[src/hw/ccs_pkg.sv]
// Purpose: Shared constants and types for the CPU clock source switch.
// Assumes: One 10 MHz clock; registers reached over a plain strobe port.
// Notes: Register indices are byte addresses on the 8-bit register port.
package ccs_pkg;

    // ================================================================
    // Register map
    localparam logic [7:0] CCS_ADDR_OSC_MODE = 8'h00;
    localparam logic [7:0] CCS_ADDR_MAIN_OSC_CTL = 8'h01;
    localparam logic [7:0] CCS_ADDR_MAIN_CLK_MODE = 8'h02;
    localparam logic [7:0] CCS_ADDR_INT_OSC_MODE = 8'h03;
    localparam logic [7:0] CCS_ADDR_STAB_STATUS = 8'h04;

    // ================================================================
    // Field positions
    localparam int CCS_BIT_EXT_CLK = 7;
    localparam int CCS_BIT_OSC_SEL = 6;
    localparam int CCS_BIT_AMP_GAIN = 0;
    localparam int CCS_BIT_MAIN_STOP = 7;
    localparam int CCS_BIT_SRC_SEL = 2;
    localparam int CCS_BIT_CLK_STATUS = 1;
    localparam int CCS_BIT_CLK_SEL = 0;
    localparam int CCS_BIT_INT_STABLE = 7;
    localparam int CCS_BIT_INT_STOP = 0;
    localparam int CCS_BIT_STAB_DONE = 0;

    // ================================================================
    // Reset values
    localparam logic CCS_RST_MAIN_STOP = 1'b1;
    localparam logic CCS_RST_INT_STOP = 1'b0;
    localparam logic [7:0] CCS_READ_ZERO = 8'h00;

    // ================================================================
    // Timing: both gates stay off this long during a source change
    localparam int CCS_CLK_PERIOD_NS = 100;
    localparam int CCS_SWITCH_GAP_NS = 200;
    localparam int CCS_SWITCH_GAP_CYCLES =
        (CCS_SWITCH_GAP_NS + CCS_CLK_PERIOD_NS - 1) / CCS_CLK_PERIOD_NS;
    localparam int CCS_CNT_W = 4;

    // ================================================================
    // Types
    typedef struct packed {
        logic external_clock_input_sel;
        logic oscillator_mode_select;
        logic amplifier_gain_high;
    } ccs_osc_cfg_t;

    typedef enum logic [2:0] {
        CCS_SRC_INT = 3'b000,
        CCS_SRC_GAP_TO_EXT = 3'b001,
        CCS_SRC_EXT = 3'b010,
        CCS_SRC_GAP_TO_INT = 3'b011
    } ccs_src_state_t;

    typedef enum logic [1:0] {
        CCS_MODE_RUN = 2'b00,
        CCS_MODE_HALT = 2'b01,
        CCS_MODE_STOP = 2'b10
    } ccs_mode_t;

endpackage

[src/hw/ccs_clock_switch.sv]
// Purpose: Selects the CPU clock source and sequences switches and standby.
// Assumes: Gate outputs drive an external glitch-free clock mux cell.
// Notes: Oscillator ready levels arrive from the analog side, asynchronously.
`timescale 1ns/1ps
module ccs_clock_switch
    import ccs_pkg::*;
(
    input wire logic clk,
    input wire logic reset,
    input wire logic [7:0] reg_addr,
    input wire logic [7:0] reg_wdata,
    input wire logic reg_wr,
    input wire logic reg_rd,
    output logic [7:0] reg_rdata,
    input wire logic main_osc_ready,
    input wire logic internal_osc_ready,
    input wire logic halt_exec,
    input wire logic stop_exec,
    input wire logic wake_event,
    output ccs_osc_cfg_t osc_cfg,
    output logic main_osc_enable,
    output logic internal_osc_enable,
    output logic gate_internal,
    output logic gate_external,
    output logic main_clock_status,
    output logic cpu_clock_run,
    output logic halt_mode,
    output logic stop_mode
);

    // ================================================================
    // Oscillator status synchronisers
    logic stabilization_time_status, internal_osc_stable;

    ccs_sync3 u_sync_main (.clk(clk), .reset(reset), .async_in(main_osc_ready),
        .sync_out(stabilization_time_status));
    ccs_sync3 u_sync_int (.clk(clk), .reset(reset), .async_in(internal_osc_ready),
        .sync_out(internal_osc_stable));

    // ================================================================
    // Write decode
    logic wr_osc, wr_moc, wr_mcm, wr_rcm;

    assign wr_osc = reg_wr && (reg_addr == CCS_ADDR_OSC_MODE);
    assign wr_moc = reg_wr && (reg_addr == CCS_ADDR_MAIN_OSC_CTL);
    assign wr_mcm = reg_wr && (reg_addr == CCS_ADDR_MAIN_CLK_MODE);
    assign wr_rcm = reg_wr && (reg_addr == CCS_ADDR_INT_OSC_MODE);

    // ================================================================
    // Change-once bits: amplifier gain and source select
    logic amp_gain, amp_locked, system_clock_source_select, src_locked;

    ccs_once_bit u_once_gain (.clk(clk), .reset(reset), .wr_en(wr_osc),
        .wr_bit(reg_wdata[CCS_BIT_AMP_GAIN]), .value(amp_gain), .locked(amp_locked));
    ccs_once_bit u_once_src (.clk(clk), .reset(reset), .wr_en(wr_mcm),
        .wr_bit(reg_wdata[CCS_BIT_SRC_SEL]), .value(system_clock_source_select),
        .locked(src_locked));

    // ================================================================
    // Software control bits
    logic external_clock_input_sel, oscillator_mode_select, main_oscillator_stop;
    logic main_clock_select, internal_osc_stop;
    logic next_ext_sel, next_osc_sel, next_main_stop, next_clk_sel, next_int_stop;

    always_comb begin
        next_ext_sel = external_clock_input_sel;
        next_osc_sel = oscillator_mode_select;
        next_main_stop = main_oscillator_stop;
        next_clk_sel = main_clock_select;
        next_int_stop = internal_osc_stop;
        if (wr_osc) begin
            next_ext_sel = reg_wdata[CCS_BIT_EXT_CLK];
            next_osc_sel = reg_wdata[CCS_BIT_OSC_SEL];
        end
        if (wr_moc) begin
            next_main_stop = reg_wdata[CCS_BIT_MAIN_STOP];
        end
        if (wr_mcm) begin
            next_clk_sel = reg_wdata[CCS_BIT_CLK_SEL];
        end
        if (wr_rcm) begin
            next_int_stop = reg_wdata[CCS_BIT_INT_STOP];
        end
    end

    always_ff @(posedge clk or posedge reset) begin
        if (reset) begin
            external_clock_input_sel <= 1'b0;
            oscillator_mode_select <= 1'b0;
            main_oscillator_stop <= CCS_RST_MAIN_STOP;
            main_clock_select <= 1'b0;
            internal_osc_stop <= CCS_RST_INT_STOP;
        end else begin
            external_clock_input_sel <= next_ext_sel;
            oscillator_mode_select <= next_osc_sel;
            main_oscillator_stop <= next_main_stop;
            main_clock_select <= next_clk_sel;
            internal_osc_stop <= next_int_stop;
        end
    end

    // ================================================================
    // Standby mode
    ccs_mode_t mode, next_mode;

    always_comb begin
        next_mode = mode;
        case (mode)
            CCS_MODE_RUN: begin
                if (stop_exec) begin
                    next_mode = CCS_MODE_STOP;
                end else if (halt_exec) begin
                    next_mode = CCS_MODE_HALT;
                end
            end
            CCS_MODE_HALT,
            CCS_MODE_STOP: begin
                if (wake_event) begin
                    next_mode = CCS_MODE_RUN;
                end
            end
            default: begin
                next_mode = CCS_MODE_RUN;
            end
        endcase
    end

    always_ff @(posedge clk or posedge reset) begin
        if (reset) begin
            mode <= CCS_MODE_RUN;
        end else begin
            mode <= next_mode;
        end
    end

    // ================================================================
    // Source switch sequencer
    // Switches start only while running, but a gap already begun runs to its end,
    // so a standby state keeps the source in use when it was entered unless entered mid-gap.
    ccs_src_state_t src_state, next_src_state;
    logic [CCS_CNT_W-1:0] gap_cnt, next_gap_cnt;
    logic ext_ok, int_ok;

    // The external source must be selected, running and, for a crystal, settled.
    assign ext_ok = main_clock_select && system_clock_source_select
        && oscillator_mode_select && !main_oscillator_stop
        && (external_clock_input_sel || stabilization_time_status);
    assign int_ok = !main_clock_select && !internal_osc_stop
        && internal_osc_stable;

    always_comb begin
        next_src_state = src_state;
        next_gap_cnt = gap_cnt;
        case (src_state)
            CCS_SRC_INT: begin
                if (mode == CCS_MODE_RUN && ext_ok) begin
                    next_src_state = CCS_SRC_GAP_TO_EXT;
                    next_gap_cnt = CCS_CNT_W'(CCS_SWITCH_GAP_CYCLES - 1);
                end
            end
            CCS_SRC_GAP_TO_EXT: begin
                if (gap_cnt == '0) begin
                    next_src_state = CCS_SRC_EXT;
                end else begin
                    next_gap_cnt = gap_cnt - 1'b1;
                end
            end
            CCS_SRC_EXT: begin
                if (mode == CCS_MODE_RUN && int_ok) begin
                    next_src_state = CCS_SRC_GAP_TO_INT;
                    next_gap_cnt = CCS_CNT_W'(CCS_SWITCH_GAP_CYCLES - 1);
                end
            end
            CCS_SRC_GAP_TO_INT: begin
                if (gap_cnt == '0) begin
                    next_src_state = CCS_SRC_INT;
                end else begin
                    next_gap_cnt = gap_cnt - 1'b1;
                end
            end
            default: begin
                next_src_state = CCS_SRC_INT;
                next_gap_cnt = '0;
            end
        endcase
    end

    always_ff @(posedge clk or posedge reset) begin
        if (reset) begin
            src_state <= CCS_SRC_INT;
            gap_cnt <= '0;
        end else begin
            src_state <= next_src_state;
            gap_cnt <= next_gap_cnt;
        end
    end

    // ================================================================
    // Registered outputs
    ccs_osc_cfg_t next_osc_cfg;
    logic next_main_en, next_int_en, next_gate_int, next_gate_ext, next_status;

    always_comb begin
        next_osc_cfg.external_clock_input_sel = external_clock_input_sel;
        next_osc_cfg.oscillator_mode_select = oscillator_mode_select;
        next_osc_cfg.amplifier_gain_high = amp_gain;
        next_main_en = !main_oscillator_stop && (mode != CCS_MODE_STOP);
        next_int_en = !internal_osc_stop && (mode != CCS_MODE_STOP);
        // Both gates are low through the gap, so no runt pulse reaches the CPU.
        next_gate_int = (next_src_state == CCS_SRC_INT);
        next_gate_ext = (next_src_state == CCS_SRC_EXT);
        next_status = main_clock_status;
        if (next_src_state == CCS_SRC_EXT) begin
            next_status = 1'b1;
        end else if (next_src_state == CCS_SRC_INT) begin
            next_status = 1'b0;
        end
    end

    always_ff @(posedge clk or posedge reset) begin
        if (reset) begin
            osc_cfg <= '0;
            main_osc_enable <= 1'b0;
            internal_osc_enable <= 1'b1;
            gate_internal <= 1'b1;
            gate_external <= 1'b0;
            main_clock_status <= 1'b0;
            cpu_clock_run <= 1'b1;
            halt_mode <= 1'b0;
            stop_mode <= 1'b0;
        end else begin
            osc_cfg <= next_osc_cfg;
            main_osc_enable <= next_main_en;
            internal_osc_enable <= next_int_en;
            gate_internal <= next_gate_int;
            gate_external <= next_gate_ext;
            main_clock_status <= next_status;
            cpu_clock_run <= (next_mode == CCS_MODE_RUN);
            halt_mode <= (next_mode == CCS_MODE_HALT);
            stop_mode <= (next_mode == CCS_MODE_STOP);
        end
    end

    // ================================================================
    // Read port
    logic [7:0] next_rdata;

    always_comb begin
        next_rdata = CCS_READ_ZERO;
        if (reg_rd) begin
            case (reg_addr)
                CCS_ADDR_OSC_MODE: begin
                    next_rdata[CCS_BIT_EXT_CLK] = external_clock_input_sel;
                    next_rdata[CCS_BIT_OSC_SEL] = oscillator_mode_select;
                    next_rdata[CCS_BIT_AMP_GAIN] = amp_gain;
                end
                CCS_ADDR_MAIN_OSC_CTL: begin
                    next_rdata[CCS_BIT_MAIN_STOP] = main_oscillator_stop;
                end
                CCS_ADDR_MAIN_CLK_MODE: begin
                    next_rdata[CCS_BIT_SRC_SEL] = system_clock_source_select;
                    next_rdata[CCS_BIT_CLK_STATUS] = main_clock_status;
                    next_rdata[CCS_BIT_CLK_SEL] = main_clock_select;
                end
                CCS_ADDR_INT_OSC_MODE: begin
                    next_rdata[CCS_BIT_INT_STABLE] = internal_osc_stable;
                    next_rdata[CCS_BIT_INT_STOP] = internal_osc_stop;
                end
                CCS_ADDR_STAB_STATUS: begin
                    next_rdata[CCS_BIT_STAB_DONE] = stabilization_time_status;
                end
                default: begin
                    next_rdata = CCS_READ_ZERO;
                end
            endcase
        end
    end

    always_ff @(posedge clk or posedge reset) begin
        if (reset) begin
            reg_rdata <= CCS_READ_ZERO;
        end else begin
            reg_rdata <= next_rdata;
        end
    end

    // ================================================================
    // Assertions
    a_reset_internal_src: assert property (@(posedge clk)
        $fell(reset) |-> gate_internal && !gate_external && !main_clock_status)
        else $error("CPU not on internal oscillator after reset");
    a_gates_never_both: assert property (@(posedge clk) disable iff (reset)
        !(gate_internal && gate_external))
        else $error("Both clock gates open at once");
    a_ext_switch_gap: assert property (@(posedge clk) disable iff (reset)
        $fell(gate_internal) && src_state == CCS_SRC_GAP_TO_EXT
        |-> !gate_external [*2] ##1 (gate_external && main_clock_status))
        else $error("Switch to external did not follow the gap");
    a_ext_needs_setup: assert property (@(posedge clk) disable iff (reset)
        $rose(gate_external) |-> osc_cfg.oscillator_mode_select
        && !main_oscillator_stop && system_clock_source_select)
        else $error("External gate opened without oscillator setup");
    a_select_bit_write: assert property (@(posedge clk) disable iff (reset)
        wr_mcm |=> main_clock_select == $past(reg_wdata[CCS_BIT_CLK_SEL]))
        else $error("Main clock select not written");
    a_stop_bit_write: assert property (@(posedge clk) disable iff (reset)
        wr_moc |=> main_oscillator_stop == $past(reg_wdata[CCS_BIT_MAIN_STOP]))
        else $error("Main oscillator stop not written");
    a_int_stop_gates: assert property (@(posedge clk) disable iff (reset)
        internal_osc_stop |=> !internal_osc_enable)
        else $error("Internal oscillator enabled while stopped");
    a_src_sel_once: assert property (@(posedge clk) disable iff (reset)
        src_locked && wr_mcm |=> $stable(system_clock_source_select))
        else $error("Source select changed twice");
    a_gain_once: assert property (@(posedge clk) disable iff (reset)
        amp_locked && wr_osc |=> $stable(amp_gain))
        else $error("Amplifier gain changed twice");
    a_int_return_stable: assert property (@(posedge clk) disable iff (reset)
        $rose(gate_internal) |-> $past(internal_osc_stable, 3))
        else $error("Returned to internal oscillator while not stable");
    a_halt_keeps_src: assert property (@(posedge clk) disable iff (reset)
        halt_mode && $past(halt_mode) |-> $stable(main_clock_status))
        else $error("Clock source changed during HALT");
    a_status_readback: assert property (@(posedge clk) disable iff (reset)
        reg_rd && reg_addr == CCS_ADDR_MAIN_CLK_MODE
        |=> reg_rdata[CCS_BIT_CLK_STATUS] == $past(main_clock_status))
        else $error("Status bit read back wrong");

endmodule

[src/hw/ccs_once_bit.sv]
// Purpose: Control bit that may change value only once after reset.
// Assumes: Write enable is a one-cycle strobe.
// Notes: Writing the value already held does not use up the change.
`timescale 1ns/1ps
module ccs_once_bit (
    input wire logic clk,
    input wire logic reset,
    input wire logic wr_en,
    input wire logic wr_bit,
    output logic value,
    output logic locked
);
    logic next_value;
    logic next_locked;

    always_comb begin
        next_value = value;
        next_locked = locked;
        if (wr_en && !locked && (wr_bit != value)) begin
            next_value = wr_bit;
            next_locked = 1'b1;
        end
    end

    always_ff @(posedge clk or posedge reset) begin
        if (reset) begin
            value <= 1'b0;
            locked <= 1'b0;
        end else begin
            value <= next_value;
            locked <= next_locked;
        end
    end
endmodule

[src/hw/ccs_sync3.sv]
// Purpose: Three-stage synchroniser for one asynchronous level.
// Assumes: Input comes from outside the clk domain.
// Notes: The output follows once the second and third stages agree.
`timescale 1ns/1ps
module ccs_sync3 (
    input wire logic clk,
    input wire logic reset,
    input wire logic async_in,
    output logic sync_out
);
    logic [2:0] stage;
    logic [2:0] next_stage;
    logic next_sync_out;

    always_comb begin
        next_stage = {stage[1:0], async_in};
        next_sync_out = sync_out;
        if (stage[1] == stage[2]) begin
            next_sync_out = stage[2];
        end
    end

    // The first stage is read only by the second, to keep metastability contained.
    always_ff @(posedge clk or posedge reset) begin
        if (reset) begin
            stage <= 3'h0;
            sync_out <= 1'b0;
        end else begin
            stage <= next_stage;
            sync_out <= next_sync_out;
        end
    end
endmodule

[config.mk]
export PLATFORM = sky130hd
export DESIGN_NAME = ccs_clock_switch
export DESIGN_NICKNAME = d
export VERILOG_FILES = /design/src/hw/ccs_pkg.sv /design/src/hw/ccs_clock_switch.sv /design/src/hw/ccs_once_bit.sv /design/src/hw/ccs_sync3.sv
export SDC_FILE = /design/constraint.sdc
export NUM_CORES = 1
export LEC_CHECK = 0
export BUFFER_PORTS_ARGS = -buffer_cell sky130_fd_sc_hd__buf_4
export CAP_MARGIN = 0
export CORE_ASPECT_RATIO = 0.7
export CORE_UTILIZATION = 25
export CTS_BUF_LIST = sky130_fd_sc_hd__clkbuf_8
export DETAILED_ROUTE_END_ITERATION = 16
export HOLD_SLACK_MARGIN = 0.06
export PLACE_DENSITY = 0.45
export SLEW_MARGIN = 10
export SYNTH_ARGS = -nofsm -noshare
export SYNTH_HDL_FRONTEND = slang
export SYNTH_SLANG_ARGS = --single-unit
[constraint.sdc]
create_clock -name clk -period 2.5 [get_ports clk]
set_input_delay 0.75 -clock clk [delete_from_list [all_inputs] [get_ports clk]]
set_output_delay 0.75 -clock clk [all_outputs]
set_load 0.01 [all_outputs]
=== Word-level counts from Yosys, hierarchy flattened ===
Cells that the tools add are included.

* Flip-flop bits (word level): 45
* Bits in latches: 0
* Bits in writable memories: 0
* Memory bits (read-only): 0
* Input port bits: 25
* Output and inout port bits: 19
* Memories: 0

* Add/subtract/negate cells: 1
* $mul: 0
* Divide/modulo/power cells: 0
* Magnitude comparators: 0
* Eq/ne operators: 20
* Shifts and indexed selects: 0
* Multiplexer cells: 20
* Bitwise operators: 0
* Reductions and logical operators: 34

{| class="wikitable"
|+ Operator list
! cell !! number
|-
| 1-bit logical AND || 18
|-
| 8-bit by 2-bit == test with 1-bit output (second input constant) || 2
|-
| 3-bit two-way mux || 4
|-
| 4-bit two-way mux || 3
|-
| 3-bit case mux with 4 select lines || 1
|-
| 4-bit case mux with 3 select lines || 1
|-
| 3-bit by 2-bit == test with 1-bit output (second input constant) || 3
|-
| 8-bit by 1-bit == test with 1-bit output (second input constant) || 1
|-
| 8-bit by 3-bit == test with 1-bit output (second input constant) || 1
|-
| 8-bit logical NOT || 1
|-
| 2-bit two-way mux || 4
|-
| 8-bit two-way mux || 1
|-
| 2-bit != test (second input constant) || 4
|-
| 3-bit logical NOT || 2
|-
| 1-bit logical NOT || 5
|-
| 2-bit by 1-bit == test with 1-bit output (second input constant) || 2
|-
| 2-bit == test (second input constant) || 2
|-
| 2-bit logical NOT || 2
|-
| 4-bit logical NOT || 1
|-
| 1-bit case mux with 4 select lines || 1
|-
| 2-bit case mux with 2 select lines || 1
|-
| 2-bit OR reduction || 2
|-
| 4-bit by 1-bit subtractor with 4-bit output (second input constant) || 1
|-
| 3-bit by 1-bit == test with 1-bit output (second input constant) || 1
|-
| 7 further kinds || 11
|}

=== Longest topological paths before layout ===
Gate-level depths: netlist of the first run.

* Word-level depth: 10
* Mapped depth: 6
* Depth with buffers taken out: 6

=== Cells and area by module ===
Synthesis of the first run repeated with hierarchy kept, for this count alone.

* Cells, all modules: 148
* Area, all modules: 1853.0 um^2

{| class="wikitable"
|+ By module, submodules not included
! module !! times used !! cells each !! area each (um^2) !! seq. area each (um^2)
|-
| ccs_clock_switch || 1 || 122 || 1422.6 || 755.7
|-
| ccs_sync3 || 2 || 6 || 115.1 || 100.1
|-
| ccs_once_bit || 2 || 7 || 100.1 || 50.0
|}

=== Worst setup path after synthesis of the first run ===
Ideal clock, no wire load.

* Path kind: in2reg
* Start point: in reg_addr[5]
* End point: reg u_once_src.value
* Data arrival time: 1.781 ns
* Required time: 2.375 ns
* Slack: 0.595 ns
* Stages: 4
* Buffers on the path: 0
* Cells stage by stage: nor4_4 nand4bb_4 nor3_1 mux2_2

* Cells in the longest elaborated chain, start to end: 4

{| class="wikitable"
|+ Ends and longest elaborated chain
! what !! RTL line !! RTL
|-
| start, declared || ccs_clock_switch.sv:10 || <nowiki>input wire logic [7:0] reg_addr,</nowiki>
|-
| 8-bit by 2-bit == test with 1-bit output || ccs_clock_switch.sv:46 || <nowiki>assign wr_mcm = reg_wr && (reg_addr == CCS_ADDR_MAIN_CLK_MODE);</nowiki>
|-
| 1-bit logical AND || ccs_clock_switch.sv:46 ||
|-
| 1-bit logical AND (2 in series) || ccs_once_bit.sv:19 || <nowiki>if (wr_en && !locked && (wr_bit != value)) begin</nowiki>
|-
| end signal, assigned || ccs_once_bit.sv:30 || <nowiki>value <= next_value;</nowiki>
|-
| end, declared || ccs_once_bit.sv:10 || <nowiki>output logic value,</nowiki>
|}

No other way between the ends.
A chain may end at the register's enable or synchronous reset.

=== Worst setup path in the final report of the first run ===
* Start point: reg mode[0]
* End point: reg gap_cnt[0]

* Cells in the longest elaborated chain, start to end: 4
* Elaborated cells between the ends (all ways): 6

{| class="wikitable"
|+ Ends and longest elaborated chain
! what !! RTL line !! RTL
|-
| start, declared || ccs_clock_switch.sv:104 || <nowiki>ccs_mode_t mode, next_mode;</nowiki>
|-
| start signal, assigned || ccs_clock_switch.sv:132 || <nowiki>mode <= next_mode;</nowiki>
|-
| 2-bit logical NOT * || ccs_clock_switch.sv:156, ccs_clock_switch.sv:169 ||
|-
| 1-bit logical AND, on equally long branches || ccs_clock_switch.sv:169, ccs_clock_switch.sv:156 ||
|-
| 2-bit != test (no source line) || - ||
|-
| 3-bit AND reduction (no source line) * || - ||
|-
| end signal, assigned || ccs_clock_switch.sv:194 || <nowiki>gap_cnt <= next_gap_cnt;</nowiki>
|-
| end, declared || ccs_clock_switch.sv:141 || <nowiki>logic [CCS_CNT_W-1:0] gap_cnt, next_gap_cnt;</nowiki>
|}

Every way passes the cells marked *; elsewhere a longest branch is shown, timed or not.

==> results of run 1 <==
state kept, by name, indices dropped and copies added, names as in the netlist, 2 cells and up:
signal,flops
gap_cnt,4
mode,2
osc_cfg,3
reg_rdata,5
src_state,3
u_sync_int.stage,3
u_sync_main.stage,3
cells in the final DEF (no fill, tap or decap), drive strengths merged, types with 5 or more instances in the layout:
cell type and count:
buf 37, nand2 5, nor3 13, inv 10
dfrtp 38, mux2 11, a21oi 5, clkbuf 5
nor2 13
through the flow:
step | setup WS [ps] | total power, W
2_1_floorplan | 594.5 | 0.0009860
3_3_place_gp | 331.5 | 0.001113
3_5_place_dp | 305.0 | 0.001119
4_1_cts | 569.7 | 0.001650
5_1_grt | 353.4 | 0.001723
6_report | 584.8 | 0.001623
Yosys cell counts, drive strengths merged (2+ instances only):
library cell,number,area share
mux2i,2,0.011
nand3b,2,0.0083
nand2,5,0.010
o211ai,2,0.0083
nor2b,3,0.010
nor3b,2,0.015
xor2,2,0.0097
o2bb2ai,2,0.0097
maj3,2,0.011
and4bb,2,0.014
nor2,13,0.027
nor4,2,0.019
a21o,2,0.0083
inv,8,0.017
and2,2,0.0069
buf,3,0.012
dfstp,4,0.058
ha,4,0.028
dfrtp,38,0.52
nor3,13,0.039
a21oi,5,0.014
mux2,11,0.068
power breakdown:
part	switching (W)	total (W)	internal [W]	leakage, nW
clock	0.000227	0.000518	0.000291	0.0607
combinational	0.000154	0.000306	0.000151	0.475
sequential	0.0000412	0.000800	0.000759	0.541
total	0.000422	0.00162	0.00120	1.08
routing by layer:
metal	wire [um]	global-route usage	up-vias
li1	-	-	580
met1	1823	0.1453	559
met2	1344	0.1573	55
met3	306	0.04018	5
met4	60	0.04921	0
met5	0	0	-
cell families after synthesis:
kind of cell,Yosys count,share of synthesized area
flops,42,0.5829
buf+inv,12,0.03108
simple gates,49,0.1809
xor+xnor,3,0.01451
mux,13,0.07942
fa+ha+maj,6,0.03868
other cells,1,0.002070
compound gates,17,0.07044
worst max-delay path, stage by stage, from the launching register on:
cell,delay (ps)
dfrtp_1,410
inv_1,90
ha_1,220
o211ai_1,140
o31ai_1,430
nand2_1,210
mux2_2,310
path summary, 6_finish.rpt:
kind	from	depth (start not counted)	slack (ps)	to
setup / recovery	mode[0]$_DFF_PP0_	6	580	gap_cnt[0]$_DFFE_PP0P_
hold / removal	u_sync_int.stage[0]$_DFF_PP0_	0	350	u_sync_int.stage[1]$_DFF_PP0_
setup reg to reg	mode[0]$_DFF_PP0_	6	580	gap_cnt[0]$_DFFE_PP0P_
hold reg to reg	u_sync_int.stage[0]$_DFF_PP0_	0	350	u_sync_int.stage[1]$_DFF_PP0_
max in group asynchronous	reset	3	1540	gate_internal$_DFF_PP1_
min in group asynchronous	reset	3	590	u_sync_main.stage[0]$_DFF_PP0_
final cells by class:
class / instances / area share
clock inverter: 3 / 0.01633
inverter: 8 / 0.01306
multi-input combinational: 92 / 0.3092
timing repair buffer: 37 / 0.1208
tap: 94 / 0.05117
clock buffer: 5 / 0.02994
sequential: 42 / 0.4594
==> flow_metrics.env, run 1 <==
export IMPL_drc=0
export IMPL_hold_class="register to register"
export IMPL_fin_area_mm2=0.002298
export IMPL_final_setup_viol_count=0
export IMPL_rows=25
export IMPL_synth_edf_count=0
export IMPL_arrival_ps=2090
export IMPL_worstSetupPathType="register to register"
export IMPL_cts_root_buf="clkbuf_8"
export IMPL_placed_cells=273
export IMPL_seq_area_mm2=0.001056
export IMPL_start_util=0.2633
export IMPL_yosys_most_used_dff="dfrtp_1"
export IMPL_grt_pass1_vias=1269
export IMPL_drt_pass1_iter_count=4
export IMPL_ioPinCount=44
export IMPL_fin_crit_sh=0.7661
export IMPL_path_clk_slew_ps=70
export IMPL_antenna_found_initial=0
export IMPL_gr_usage_all_layers=0.1087
export IMPL_status="finished clean"
export IMPL_ctsResizeCount=0
export IMPL_seq_area_frac_synth=0.5829
export IMPL_dpl_hpwl_mm=2.590
export IMPL_holdWs_ps=352.7
export IMPL_end_kind="register"
export IMPL_vias=1199
export IMPL_slew_viol_final=0
export IMPL_peakVddDrop_mv=0.2654
export IMPL_hold_viol_final=0
export IMPL_grt_overflow_total=0
export IMPL_tns_ps=0
export IMPL_antenna_cells=0
export IMPL_vias_per_cell=4.267
export IMPL_grt_max_degree=43
export IMPL_cts_tree="done"
export IMPL_cts_setup_buffers=0
export IMPL_wl_per_cell_um=12.58
export IMPL_worstMarginPinSlew_ps=536.0
export IMPL_cts_sinks=42
export IMPL_fin_util=0.3340
export IMPL_clock_path_buffers=2
export IMPL_fmax_mhz=522.1
export IMPL_die_h_um=73.23
export IMPL_fin_crit_ps=1915
export IMPL_cp_start_kind="register"
export IMPL_clock_skew_ps=5.871
export IMPL_fill_cells=707
export IMPL_coreArea_mm2=0.006882
export IMPL_synth_warnings=0
export IMPL_drive_gt1_frac=0.3636
export IMPL_worst_ep_required_time_ps=2680
export IMPL_synth_ff_latch_count=42
export IMPL_synthArstFlopShare=1.000
export IMPL_die_area_mm2=0.007597
export IMPL_power_leakage_nw=1.076
export IMPL_syn_to_final_growth_pct=26.86
export IMPL_rsz0062_at_grt="no"
export IMPL_grt_pass1_wl_mm=6.279
export IMPL_relSlewSlack=0.6427
export IMPL_ant_nets=0
export IMPL_placed_area_mm2=0.002192
export IMPL_synth_avg_cell_area_um2=12.67
export IMPL_instances_no_fill=281
export IMPL_place_congestion=0.8098
export IMPL_io_buffer_count=36
export IMPL_drtIter0Drc=52
export IMPL_wirelength_mm=3.534
export IMPL_powerDensity_mw_per_mm2=706.2
export IMPL_hold_buffers=0
export IMPL_cts_buffers_inserted=5
export IMPL_synth_cells=143
export IMPL_nNetsFinal=215
export IMPL_clock_latency_ps=290
export IMPL_syn_area_mm2=0.001812
export IMPL_maxCapViolations=0
export IMPL_htreeDepth=2
export IMPL_die_w_um=103.8
export IMPL_synth_distinct_cells=39
export IMPL_multi_input_area_um2=710.7
export IMPL_cp_max_fo=4
Note: power is estimated with default switching activity, not from simulation.
==> run 2: changes to the inputs <==
--- a/config.mk
+++ b/config.mk
@@ -12,7 +12,7 @@
 export CTS_BUF_LIST = sky130_fd_sc_hd__clkbuf_8
 export DETAILED_ROUTE_END_ITERATION = 16
 export HOLD_SLACK_MARGIN = 0.06
-export PLACE_DENSITY = 0.45
+export PLACE_DENSITY = 0.47
 export SLEW_MARGIN = 10
 export SYNTH_ARGS = -nofsm -noshare
 export SYNTH_HDL_FRONTEND = slang
==> constraint.sdc (replaced) <==
create_clock -name clk -period 1.65 [get_ports clk]
set_input_delay 0.495 -clock clk [delete_from_list [all_inputs] [get_ports clk]]
set_output_delay 0.495 -clock clk [all_outputs]
set_load 0.01 [all_outputs]
==> run 2 against run 1 <==
Effect of this change:
- sequential cell count is the same
- cell count rose by 7.5%
- utilization is 3.3 points higher
- wire length fell by 0.65%
- global-route usage is 0.46 points lower
- design area up 10%
- critical path type unchanged
- highest routed layer unchanged
==> flow_metrics.env, run 2 (synthesized netlist as in run 1, its figures left out) <==
export IMPL_status="finished clean"
export IMPL_die_h_um=73.23
export IMPL_grt_pass1_vias=1205
export IMPL_clock_path_buffers=2
export IMPL_wl_per_cell_um=11.63
export IMPL_drtIter0Drc=45
export IMPL_grt_max_degree=43
export IMPL_power_leakage_nw=1.192
export IMPL_holdWs_ps=224.9
export IMPL_seq_area_mm2=0.001056
export IMPL_drt_pass1_iter_count=4
export IMPL_nNetsFinal=236
export IMPL_fin_crit_ps=1601
export IMPL_fmax_mhz=624.7
export IMPL_worst_ep_required_time_ps=1830
export IMPL_antenna_found_initial=0
export IMPL_htreeDepth=2
export IMPL_coreArea_mm2=0.006882
export IMPL_cts_buffers_inserted=5
export IMPL_io_buffer_count=36
export IMPL_grt_overflow_total=0
export IMPL_hold_viol_final=0
export IMPL_ant_nets=0
export IMPL_arrival_ps=1780
export IMPL_wirelength_mm=3.511
export IMPL_cp_start_kind="register"
export IMPL_worstSetupPathType="register to register"
export IMPL_drc=0
export IMPL_ioPinCount=44
export IMPL_drive_gt1_frac=0.4663
export IMPL_die_area_mm2=0.007597
export IMPL_hold_class="input pin to asynchronous set/reset pin"
export IMPL_rows=25
export IMPL_powerDensity_mw_per_mm2=1110
export IMPL_cts_tree="done"
export IMPL_multi_input_area_um2=733.2
export IMPL_maxCapViolations=0
export IMPL_grt_pass1_wl_mm=5.961
export IMPL_vias=1233
export IMPL_place_congestion=0.7844
export IMPL_start_util=0.2633
export IMPL_rsz0062_at_grt="yes"
export IMPL_die_w_um=103.8
export IMPL_cts_root_buf="clkbuf_8"
export IMPL_reg_largest_list="reg_rdata x5, gap_cnt x4"
export IMPL_slew_viol_final=0
export IMPL_antenna_cells=0
export IMPL_path_clk_slew_ps=80
export IMPL_syn_to_final_growth_pct=39.50
export IMPL_final_common_cell="buf_4"
export IMPL_fin_crit_sh=0.9701
export IMPL_hold_buffers=0
export IMPL_regToRegSetupSlack_ps=50
export IMPL_final_cell_mix="57 x buf_4, 38 x dfrtp_1, 13 x nor2_1, 12 x nor3_1, 11 x mux2_2"
export IMPL_peakVddDrop_mv=0.5743
export IMPL_clock_skew_ps=5.091
export IMPL_regMostFlops="reg_rdata"
export IMPL_largest_reg_flops=5
export IMPL_gr_usage_all_layers=0.1041
export IMPL_vias_per_cell=4.083
export IMPL_fill_cells=709
export IMPL_tns_ps=0
export IMPL_clock_latency_ps=290
export IMPL_cts_sinks=42
export IMPL_cp_max_fo=4
export IMPL_final_setup_viol_count=0
export IMPL_dpl_hpwl_mm=2.629
export IMPL_end_kind="register"
## run 2: cell count changes in the layout (fill, tap and decap cells not counted), sizes merged
cell,previous run,this run
clkbuf,5,6
clkinv,0,1
inv,10,7
buf,37,58
bufinv,1,2
## run 2: final timing paths
path,startpoint,endpoint,depth (start not counted)
max in group asynchronous,reset,internal_osc_enable$_DFF_PP1_,3
worst max-delay path,gap_cnt[0]$_DFFE_PP0P_,main_clock_status$_DFFE_PP0P_,6
min in group clk,internal_osc_ready,u_sync_int.stage[0]$_DFF_PP0_,1
worst min register to register,u_sync_main.stage[0]$_DFF_PP0_,u_sync_main.stage[1]$_DFF_PP0_,0
worst min-delay path,reset,gap_cnt[3]$_DFFE_PP0P_,3
worst max register to register,gap_cnt[0]$_DFFE_PP0P_,main_clock_status$_DFFE_PP0P_,6
## run 2: power breakdown
group	switching (W)	internal (W)	leakage, nW
Clock	0.000357	0.000645	0.0714
Sequential	0.0000489	0.00115	0.541
Combinational	0.000273	0.000331	0.580
## run 2: area by class of cell
cell class	count	area share
Inverter	8	0.01188
Clock buffer	6	0.03267
Timing Repair Buffer	58	0.1772
Sequential cell	42	0.4178
Tap cell	94	0.04653
Clock inverter	2	0.02376
Multi-Input combinational cell	92	0.2901
## run 2: stage by stage
stage | setup WS [ps] | std cells | cell area [um^2] | utilization | total power [W]
after floorplan | -0.4551 | 146 | 1823 | - | 0.001494
after CTS | 5.263 | 301 | 2505 | 0.3640 | 0.002804
final | 49.30 | 302 | 2527 | 0.3673 | 0.002805
after detailed placement | -268.1 | 293 | 2355 | 0.3422 | 0.001781
after global routing | -35.88 | 302 | 2527 | 0.3673 | 0.002953
after global placement | -254.4 | 293 | 2355 | 0.3422 | 0.001782
## run 2: per-layer routing
layer	routed length, um	GRT usage	vias to the layer above
li1	-	-	622
met3	237	0.03929	4
met2	1318	0.1394	40
met4	46	0.04921	0
met5	0	0	-
met1	1908	0.1461	567
## run 2: repair_timing
| action | 4_1_cts | 5_1_grt |
|---|---|---|
| gates cloned | 0 | 0 |
| gates resized for setup | 2 | 5 |
| buffers inserted | 0 | 1 |
| pin swaps | 4 | 4 |
| setup endpoints to repair | 5 | 6 |
| endpoints found under the hold margin | 0 | 0 |
## run 2: critical path, cell delays in order (launching register included)
cell and delay, ps:
dfrtp_1 380, inv_1 60, ha_2 190, nor3b_4 190
nor2_1 60, a221o_2 340, mux2_2 270
